<file path="src/inc/bcd_pkg.sv">
// Constants, types and decode helpers shared by the binary command decoder
`default_nettype none
package bcd_pkg;
	// ****************************************
	// Header and packet layout
	// ****************************************
	localparam logic [1:0] HDR_LAST = 2'h3;
	localparam logic [7:0] CMD_BEGIN = 8'ha0;
	localparam logic [7:0] CMD_HALT = 8'ha1;
	localparam logic [7:0] CMD_REL = 8'ha7;
	localparam logic [7:0] CMD_SERVO = 8'haa;
	localparam logic [7:0] COORD_OFF = 8'h00;
	localparam logic [7:0] COORD_ON = 8'h01;
	localparam logic [7:0] W_NONE = 8'h00;
	localparam logic [7:0] W_BYTE = 8'h01;
	localparam logic [7:0] W_WORD = 8'h02;
	localparam logic [7:0] W_LONG = 8'h04;
	localparam logic [7:0] W_REAL = 8'h06;
	localparam logic [7:0] RESP_OK = 8'h3a;
	localparam logic [7:0] RESP_BAD = 8'h3f;
	// ****************************************
	// Register map
	// ****************************************
	localparam logic [7:0] REG_CTRL = 8'h00;
	localparam logic [7:0] REG_STAT = 8'h04;
	localparam logic [7:0] REG_COUNT = 8'h08;
	localparam int unsigned CTRL_EN_BIT = 0;
	localparam int unsigned CTRL_CLR_BIT = 1;
	localparam int unsigned STAT_BAD_BIT = 0;
	localparam int unsigned STAT_BUSY_BIT = 1;
	localparam int unsigned STAT_NUM_LSB = 8;
	localparam logic CTRL_EN_RESET = 1'b1;
	typedef enum {ST_HEAD, ST_DATA, ST_REPLY} bcd_state_t;
	// ****************************************
	// Decode helpers
	// ****************************************
	// Bytes per field, zero for no fields or an illegal code
	function automatic logic [2:0] width_bytes(input logic [7:0] w);
		unique case (w)
			W_BYTE: width_bytes = 3'h1;
			W_WORD: width_bytes = 3'h2;
			W_LONG: width_bytes = 3'h4;
			W_REAL: width_bytes = 3'h6;
			default: width_bytes = 3'h0;
		endcase
	endfunction : width_bytes
	function automatic logic width_ok(input logic [7:0] w);
		width_ok = (w == W_NONE) || (width_bytes(w) != 3'h0);
	endfunction : width_ok
	function automatic logic cmd_reserved(input logic [7:0] n);
		cmd_reserved = (n <= 8'h80) || (n >= 8'h9b && n <= 8'h9f)
			|| (n >= 8'hab && n <= 8'haf) || n == 8'hb6 || n == 8'hbb
			|| n == 8'hbc || n == 8'hc7 || (n >= 8'hd4 && n <= 8'hd7)
			|| (n >= 8'he2 && n <= 8'he4) || n >= 8'hef;
	endfunction : cmd_reserved
	// Whole-header check; the stop command may carry no fields
	function automatic logic hdr_bad(input logic [7:0] n, input logic [7:0] w,
			input logic [7:0] c);
		hdr_bad = cmd_reserved(n) || !width_ok(w) || c > COORD_ON
			|| (n == CMD_REL && c != COORD_OFF) || (n == CMD_HALT && w != W_NONE);
	endfunction : hdr_bad
	function automatic logic [3:0] popcount(input logic [7:0] m);
		popcount = 4'h0;
		for (int i = 0; i < 8; i++)
			popcount = popcount + {3'h0, m[i]};
	endfunction : popcount
	function automatic logic [2:0] lowest_idx(input logic [7:0] m);
		lowest_idx = 3'h0;
		for (int i = 7; i >= 0; i--)
			if (m[i])
				lowest_idx = 3'(i);
	endfunction : lowest_idx
endpackage : bcd_pkg
`default_nettype wire

</file>
<file path="src/inc/bcd_field_if.sv">
// Byte feed from the header decoder to the field assembler and its result
`default_nettype none
interface bcd_field_if;
	logic               byte_stb;
	logic [7:0]         byte_data;
	logic               first;
	logic               last;
	logic [7:0]         width;
	logic [2:0]         axis;
	logic               val_stb;
	logic [2:0]         val_axis;
	logic signed [31:0] val_int;
	logic [15:0]        val_frac;
	modport feed (output byte_stb, byte_data, first, last, width, axis,
		input val_stb, val_axis, val_int, val_frac);
	modport asm (input byte_stb, byte_data, first, last, width, axis,
		output val_stb, val_axis, val_int, val_frac);
endinterface : bcd_field_if
`default_nettype wire

</file>
<file path="src/verilog/bcd_field_asm.sv">
// Field assembler: big-endian bytes to a signed integer and fraction
`default_nettype none
module bcd_field_asm
(
	input  wire logic mclk,
	input  wire logic rst_b,
	bcd_field_if.asm  fif
);
	logic [47:0]        acc;
	logic [47:0]        next_acc;
	logic               next_stb;
	logic [2:0]         next_axis;
	logic signed [31:0] next_int;
	logic [15:0]        next_frac;

	// Shift each byte in, most significant first; sign-extend on the last
	always_comb
	begin
		next_acc = acc;
		next_stb = 1'b0;
		next_axis = fif.val_axis;
		next_int = fif.val_int;
		next_frac = fif.val_frac;
		if (fif.byte_stb)
		begin
			next_acc = fif.first ? {40'h0, fif.byte_data} : {acc[39:0], fif.byte_data};
			if (fif.last)
			begin
				next_stb = 1'b1;
				next_axis = fif.axis;
				next_frac = 16'h0;
				unique case (fif.width)
					bcd_pkg::W_BYTE: next_int = {{24{next_acc[7]}}, next_acc[7:0]};
					bcd_pkg::W_WORD: next_int = {{16{next_acc[15]}}, next_acc[15:0]};
					bcd_pkg::W_LONG: next_int = next_acc[31:0];
					default:
					begin
						// Real format: integer part first, fraction last
						next_int = next_acc[47:16];
						next_frac = next_acc[15:0];
					end
				endcase
			end
		end
	end

	// Result registers feed the top outputs directly
	always_ff @(posedge mclk)
	begin
		if (!rst_b)
		begin
			acc <= 48'h0;
			fif.val_stb <= 1'b0;
			fif.val_axis <= 3'h0;
			fif.val_int <= 32'h0;
			fif.val_frac <= 16'h0;
		end
		else
		begin
			acc <= next_acc;
			fif.val_stb <= next_stb;
			fif.val_axis <= next_axis;
			fif.val_int <= next_int;
			fif.val_frac <= next_frac;
		end
	end
endmodule : bcd_field_asm
`default_nettype wire

</file>
<file path="src/verilog/bcd_decoder.sv">
// Binary command decoder: header check, field split, reply and APB registers
`default_nettype none
// How it works
// A command opens with exactly four header bytes, then its fields.
// Header byte one is the command number, 80 to FF hex.
// Header byte two is the field width code: 00, 01, 02, 04 or 06.
// Width code 00 ends the command after its four header bytes.
// Width code 06 is four integer bytes then two fraction bytes.
// Header byte three equal to 01 selects the coordinated system.
// Header byte four is the axis mask, bit 0 axis A to bit 7 H.
// One field per set mask bit, given to axes in rising bit order.
// Fields are signed two's complement, most significant byte first.
// Command A7 is the relative move, fields give axis distances.
// The relative move must carry coordinated byte 00.
// Command A1 halts the masked axes and carries no fields.
// Halt with coordinated byte 01 also halts the coordinated system.
// Binary commands are taken only from the host link.
// Reply colon for a valid command, question mark for an invalid one.
// Reserved command numbers and unknown width codes are rejected.
// Packet length is four plus width times set mask bits.
module bcd_decoder
(
	input  wire logic        mclk,
	input  wire logic        rst_b,
	input  wire logic        rx_valid,
	input  wire logic [7:0]  rx_data,
	input  wire logic        rx_from_host,
	output logic             rx_ready,
	output logic             resp_valid,
	output logic [7:0]       resp_data,
	output logic             cmd_valid,
	output logic [7:0]       cmd_num,
	output logic [7:0]       cmd_width,
	output logic             cmd_coord,
	output logic [7:0]       cmd_mask,
	output logic             relative_move,
	output logic             begin_motion,
	output logic             servo_enable,
	output logic [7:0]       halt_motion,
	output logic             halt_coordinated,
	output logic             field_valid,
	output logic [2:0]       field_axis,
	output logic [31:0]      field_int,
	output logic [15:0]      field_frac,
	input  wire logic        psel,
	input  wire logic        penable,
	input  wire logic        pwrite,
	input  wire logic [7:0]  paddr,
	input  wire logic [31:0] pwdata,
	output logic [31:0]      prdata,
	output logic             pready,
	output logic             pslverr
);
	bcd_pkg::bcd_state_t state;
	bcd_pkg::bcd_state_t next_state;
	logic [1:0]  hdr_cnt, next_hdr_cnt;
	logic [7:0]  num, next_num;
	logic [7:0]  width, next_width;
	logic [7:0]  coord, next_coord;
	logic [7:0]  mask, next_mask;
	logic [7:0]  rem_mask, next_rem_mask;
	logic [2:0]  fb_cnt, next_fb_cnt;
	logic [5:0]  data_left, next_data_left;
	logic        bad, next_bad;
	logic        last_bad, next_last_bad;
	logic [7:0]  last_num, next_last_num;
	logic [15:0] ok_cnt, next_ok_cnt;
	logic [15:0] bad_cnt, next_bad_cnt;
	logic        next_rx_ready, next_resp_valid, next_cmd_valid;
	logic        next_rel, next_begin, next_servo, next_halt_coord;
	logic [7:0]  next_resp_data, next_halt;
	logic        ctrl_en, next_ctrl_en, clr, next_clr;
	logic        next_pready, next_pslverr, acc, last_byte;
	logic [31:0] next_prdata, stat_word;

	bcd_field_if fif ();

	bcd_field_asm u_asm
	(
		.mclk  (mclk),
		.rst_b (rst_b),
		.fif   (fif)
	);

	// ****************************************
	// Byte feed to the assembler
	// ****************************************
	assign acc = rx_valid && rx_ready;
	assign last_byte = fb_cnt == bcd_pkg::width_bytes(width) - 3'h1;
	// Fields after the packet is marked bad never reach the motion engine
	assign fif.byte_stb = acc && state == bcd_pkg::ST_DATA && !bad && rx_from_host;
	assign fif.byte_data = rx_data;
	assign fif.first = fb_cnt == 3'h0;
	assign fif.last = last_byte;
	assign fif.width = width;
	assign fif.axis = bcd_pkg::lowest_idx(rem_mask);
	assign field_valid = fif.val_stb;
	assign field_axis = fif.val_axis;
	assign field_int = fif.val_int;
	assign field_frac = fif.val_frac;

	// ****************************************
	// Packet decoder
	// ****************************************
	always_comb
	begin
		next_state = state;
		{next_hdr_cnt, next_fb_cnt, next_data_left, next_bad}
			= {hdr_cnt, fb_cnt, data_left, bad};
		{next_num, next_width, next_coord, next_mask, next_rem_mask}
			= {num, width, coord, mask, rem_mask};
		{next_last_bad, next_last_num} = {last_bad, last_num};
		next_ok_cnt = clr ? 16'h0 : ok_cnt;
		next_bad_cnt = clr ? 16'h0 : bad_cnt;
		next_resp_valid = 1'b0;
		next_resp_data = resp_data;
		next_cmd_valid = 1'b0;
		{next_rel, next_begin, next_servo, next_halt, next_halt_coord} = 12'h0;
		// Bytes from the stored program poison the packet
		if (acc && !rx_from_host)
			next_bad = 1'b1;
		unique case (state)
			bcd_pkg::ST_HEAD:
			begin
				if (acc)
				begin
					next_hdr_cnt = hdr_cnt + 2'h1;
					unique case (hdr_cnt)
						2'h0: next_num = rx_data;
						2'h1: next_width = rx_data;
						2'h2: next_coord = rx_data;
						2'h3:
						begin
							next_mask = rx_data;
							next_rem_mask = rx_data;
							next_fb_cnt = 3'h0;
							next_data_left = 6'(bcd_pkg::width_bytes(width)
								* bcd_pkg::popcount(rx_data));
							if (bcd_pkg::hdr_bad(num, width, coord))
								next_bad = 1'b1;
							// No fields: complete at the header
							next_state = (next_data_left == 6'h0) ? bcd_pkg::ST_REPLY
								: bcd_pkg::ST_DATA;
						end
					endcase
				end
			end
			bcd_pkg::ST_DATA:
			begin
				if (acc)
				begin
					next_data_left = data_left - 6'h1;
					if (last_byte)
					begin
						// Retire the lowest axis, next field goes to the next bit
						next_fb_cnt = 3'h0;
						next_rem_mask = rem_mask & (rem_mask - 8'h01);
					end
					else
						next_fb_cnt = fb_cnt + 3'h1;
					if (data_left == 6'h1)
						next_state = bcd_pkg::ST_REPLY;
				end
			end
			bcd_pkg::ST_REPLY:
			begin
				next_state = bcd_pkg::ST_HEAD;
				next_bad = 1'b0;
				next_resp_valid = 1'b1;
				next_resp_data = bad ? bcd_pkg::RESP_BAD : bcd_pkg::RESP_OK;
				next_last_bad = bad;
				next_last_num = num;
				if (bad)
					next_bad_cnt = next_bad_cnt + 16'h1;
				else
				begin
					next_ok_cnt = next_ok_cnt + 16'h1;
					next_cmd_valid = 1'b1;
					next_rel = num == bcd_pkg::CMD_REL;
					next_begin = num == bcd_pkg::CMD_BEGIN;
					next_servo = num == bcd_pkg::CMD_SERVO;
					next_halt = (num == bcd_pkg::CMD_HALT) ? mask : 8'h00;
					next_halt_coord = num == bcd_pkg::CMD_HALT
						&& coord == bcd_pkg::COORD_ON;
				end
			end
		endcase
		// Stall the link while the reply is issued
		next_rx_ready = ctrl_en && next_state != bcd_pkg::ST_REPLY;
	end

	// Decoder registers
	always_ff @(posedge mclk)
	begin
		if (!rst_b)
		begin
			state <= bcd_pkg::ST_HEAD;
			{hdr_cnt, fb_cnt, data_left, bad} <= 12'h0;
			{num, width, coord, mask, rem_mask} <= 40'h0;
			{last_bad, last_num, ok_cnt, bad_cnt} <= 41'h0;
			{rx_ready, resp_valid, resp_data, cmd_valid} <= 11'h0;
			{cmd_num, cmd_width, cmd_coord, cmd_mask} <= 25'h0;
			{relative_move, begin_motion, servo_enable, halt_motion, halt_coordinated} <= 12'h0;
		end
		else
		begin
			state <= next_state;
			{hdr_cnt, fb_cnt, data_left, bad}
				<= {next_hdr_cnt, next_fb_cnt, next_data_left, next_bad};
			{num, width, coord, mask, rem_mask}
				<= {next_num, next_width, next_coord, next_mask, next_rem_mask};
			{last_bad, last_num, ok_cnt, bad_cnt}
				<= {next_last_bad, next_last_num, next_ok_cnt, next_bad_cnt};
			{rx_ready, resp_valid, resp_data, cmd_valid}
				<= {next_rx_ready, next_resp_valid, next_resp_data, next_cmd_valid};
			if (next_cmd_valid)
			begin
				cmd_num <= num;
				cmd_width <= width;
				cmd_coord <= coord == bcd_pkg::COORD_ON;
				cmd_mask <= mask;
			end
			{relative_move, begin_motion, servo_enable, halt_motion, halt_coordinated}
				<= {next_rel, next_begin, next_servo, next_halt, next_halt_coord};
		end
	end

	// ****************************************
	// APB slave, one wait state
	// ****************************************
	always_comb
	begin
		stat_word = 32'h0;
		stat_word[bcd_pkg::STAT_BAD_BIT] = last_bad;
		stat_word[bcd_pkg::STAT_BUSY_BIT] = state != bcd_pkg::ST_HEAD || hdr_cnt != 2'h0;
		stat_word[bcd_pkg::STAT_NUM_LSB +: 8] = last_num;
		next_ctrl_en = ctrl_en;
		next_clr = 1'b0;
		next_pready = 1'b0;
		next_prdata = prdata;
		next_pslverr = 1'b0;
		if (psel && penable && !pready)
		begin
			next_pready = 1'b1;
			unique case (paddr)
				bcd_pkg::REG_CTRL: next_prdata = {31'h0, ctrl_en};
				bcd_pkg::REG_STAT: next_prdata = stat_word;
				bcd_pkg::REG_COUNT: next_prdata = {bad_cnt, ok_cnt};
				default:
				begin
					next_prdata = 32'h0;
					next_pslverr = 1'b1;
				end
			endcase
		end
		// Writes land only on the edge that completes the transfer
		if (psel && penable && pready && pwrite && paddr == bcd_pkg::REG_CTRL)
		begin
			next_ctrl_en = pwdata[bcd_pkg::CTRL_EN_BIT];
			next_clr = pwdata[bcd_pkg::CTRL_CLR_BIT];
		end
	end

	// Register bus flops
	always_ff @(posedge mclk)
	begin
		if (!rst_b)
		begin
			ctrl_en <= bcd_pkg::CTRL_EN_RESET;
			{clr, pready, prdata, pslverr} <= 35'h0;
		end
		else
		begin
			ctrl_en <= next_ctrl_en;
			{clr, pready, prdata, pslverr} <= {next_clr, next_pready, next_prdata, next_pslverr};
		end
	end
endmodule : bcd_decoder
`default_nettype wire

</file>
<file path="config.mk">
export PLATFORM = sky130hd
export DESIGN_NAME = bcd_decoder
export DESIGN_NICKNAME = d
export VERILOG_FILES = /design/src/inc/bcd_pkg.sv /design/src/inc/bcd_field_if.sv /design/src/verilog/bcd_field_asm.sv /design/src/verilog/bcd_decoder.sv
export SDC_FILE = /design/constraint.sdc
export NUM_CORES = 1
export LEC_CHECK = 0
export ABC_AREA = 1
export BUFFER_PORTS_ARGS = -buffer_cell sky130_fd_sc_hd__buf_4
export CAP_MARGIN = 20
export CORE_ASPECT_RATIO = 1.2
export CORE_UTILIZATION = 55
export CTS_CLUSTER_SIZE = 24
export DETAILED_ROUTE_END_ITERATION = 6
export PLACE_DENSITY = 0.77
export SLEW_MARGIN = 10
export SYNTH_ARGS = -nofsm -noshare
export SYNTH_HDL_FRONTEND = slang
export SYNTH_SLANG_ARGS = --single-unit
</file>
<file path="constraint.sdc">
create_clock -name mclk -period 13.1 [get_ports mclk]
set_input_delay 1.31 -clock mclk [delete_from_list [all_inputs] [get_ports mclk]]
set_output_delay 1.31 -clock mclk [all_outputs]
set_load 0.1 [all_outputs]
</file>
==> out/results.ini <==
[logic_synthesis]
synthArstFlopShare = 0
synthesis.area_um2 = 13300
yosys_warnings = 0
ys.flop_type = dfxtp_1
netlist.area_leader.share = 0.444
synth_cells = 1818
yosys.area.top_type = dfxtp_1
synth_area_leaders = dfxtp_1, nand2_1, o21ai_0
synth_seq_cells = 294
seq_area_frac_synth = 0.444
synth_common_cells = nand2_1, dfxtp_1, nor2_1
synth_most_common_cell = nand2_1
synth.avg_cell_area_um2 = 7.30
synth-edff-count = 0
netlist-cell-type-count = 45

[worst_setup_path]
critPathArrivalTime_ns = 6.19
r2r_setup_slack_ns = 9.46
critPathBufInv = 5
crit_start = rx_data[0]
timing.rr.end = rx_ready
crit_type = input pin to flop
crit_top_cell = fa_1
regToRegStartpoint = fif.width[6]
crit_family = adder cells
cp.depth = 22
crit_path_end = rx_ready
crit_fanout = 9
endpoint_kind = flop
critPathLaunchType = input pin
crit_chain = buf_4, fa_1, inv_1, fa_1, fa_1, inv_1, ha_1, inv_1, fa_1, xor2_1, or2_2, fa_1, fa_1, inv_1, nor3_1, nand3_1, a21oi_1, nand3_1, nand3_1, nand2_1, nor2_1, nor2_1
r2r_cells = 18
critPathSlowestCell = fa_1
critical_path_required_ns = 13.54
critical_path.max_stage_delay_ns = 0.55

[detailed_routing]
wl_per_cell_um = 15.3
route.detailed.drc = 0
finalWirelength_um = 34500
dr.first_iter.drc_count = 843
drt_first_pass_iters = 5
ant_nets = 0
viasPerCell = 5.40
vias = 12155

[sta]
rsz0062_at_grt = false
fin_worst_skew_ns = 0.0165
tns_ns = 0
setup_viol = 0
fin_crit_ns = 5.75
fin_crit_sh = 0.439
max_freq_mhz = 174
final_max_slew_viol_count = 0
worst_slew_pin_slew_ns = 1.02
worst_hold_slack_ns = 0.437
hold_violations = 0
relSlewSlack = 0.321

[clocking]
postCtsHoldBufs = 0
cts.sinks = 294
clkSlewWorstSetupHoldPaths_ns = 0.06
cts_tree = yes
cts_resized = 0
h-tree-depth = 1
cts_setup_buffers = 0
cts-root-buf = clkbuf_16
cts_buffer_depth = 3
cts_buffers = 29
clk_latency_ns = 0.55

[floorplan]
die_y_um = 172
dieArea_um2 = 24800
placementRows = 61
io_pins = 189
core-area_um2 = 23400
die_x_um = 144
start_util = 0.566

[hold_path]
hp-class = flop to flop

[placed_design]
hpwl_um = 23400
place_congestion = 0.900
dpl_cell_area_um2 = 14400
portBuffers = 156
dp_cells = 2201

[layout]
syn2layout_area_growth_pct = 16.9
layout-drive-gt1-share = 0.146
instances_no_fill = 2253
fin_area_um2 = 15500
nets = 1999

[global_route]
grt_max_degree = 111
grt_usage = 0.280
overflow = 0
grt_pass1_vias = 11421
grt_pass1_wl_um = 55600
antenna_found_initial = 0

[power]
total_power_mw = 2.06
cellPowerDensity_nw_per_um2 = 132
leakage_nw = 6.32
ir_worst_vdd_uv = 108

[run_status]
outcome = completed

[flow_run]
maxCapViolCount = 0

## worst min-delay path, stage by stage, from the launching register on
cell	delay (ns)
dfxtp_1	0.31
nand2_1	0.05
nor2_1	0.04
## worst min-delay path by stage
stage               from        end  depth (start not counted)
2_1_floorplan  state[10]  state[10]                          2
6_report       state[11]  state[11]                          2
5_1_grt        state[10]  state[10]                          2
4_1_cts        state[11]  state[11]                          2
3_5_place_dp   state[11]  state[11]                          2
3_3_place_gp   state[23]  state[23]                          2
## power by group
group | leakage (nW) | total (mW) | internal (mW) | switching (mW)
Sequential | 2.37 | 0.916 | 0.907 | 0.00874
Clock | 0.522 | 0.947 | 0.595 | 0.352
Combinational | 3.43 | 0.193 | 0.0474 | 0.145
## cells in the final DEF, fill, tap and decap left out, types with 5 or more instances in the layout
cell and instances:
inv_2 19, nor2_2 13, o22ai_1 5, clkbuf_8 6, nand2_1 316, ha_1 20, clkbuf_16 29, o21ai_1 36
a31oi_1 15, dfxtp_1 294, buf_4 162, nor2_4 6, nand2_2 10, nor3_2 9, nor3_1 29, nand3_1 89
a211oi_1 5, nand4_1 18, xor2_1 10, nor2_8 5, nor2_1 224, bufinv_16 8, o31ai_1 8, o21ai_0 195
a21oi_1 186, inv_1 173, xnor2_1 5, fa_1 7
## final cells by class
cell class / instances / area, µm²
fill: 2032 / 7920
clock inverter: 13 / 275
inverter: 195 / 733
clock buffer: 38 / 820
sequential: 294 / 5890
timing repair buffer: 162 / 1220
tap: 315 / 394
antenna: 1 / 2.50
multi-input combinational: 1235 / 6190
## logic make-up after synthesis
logic type / count (synthesis) / share of synthesized area
buffers and inverters: 290 / 0.0908
xor gates and xnor gates: 15 / 0.00990
and+or+nand+nor: 733 / 0.246
other: 1 / 0.000283
adders and majority gates: 27 / 0.0294
AOI/OAI and AO/OA: 458 / 0.180
DFF: 294 / 0.444
## routing by layer
metal / part of all wire / GRT usage
met2: 0.49 / 0.488
met1: 0.43 / 0.347
met5: 0 / 0
met3: 0.052 / 0.0379
met4: 0.032 / 0.110
## per-stage QoR
stage	util	setup slack, ns
2_1_floorplan	-	7.39
3_3_place_gp	0.615	6.92
3_5_place_dp	0.615	6.85
4_1_cts	0.662	7.38
5_1_grt	0.662	6.96
6_report	0.662	7.35
## flip-flops by register name, indices dropped and copies added (netlist names), 2 cells and up
register and flops:
ok_cnt 16, u_asm.fif.val_frac 16, hdr_cnt 2, data_left 6
fb_cnt 3, fif.width 8, u_asm.fif.val_axis 3, cmd_mask 8
state 32, num 8, u_asm.fif.val_int 32, mask 8
resp_data 2, cmd_num 8, last_num 8, bad_cnt 16
halt_motion 8, prdata 32, rem_mask 8, cmd_width 8
coord 8, u_asm.acc 40
No activity file was read; power rests on OpenSTA's default activity.
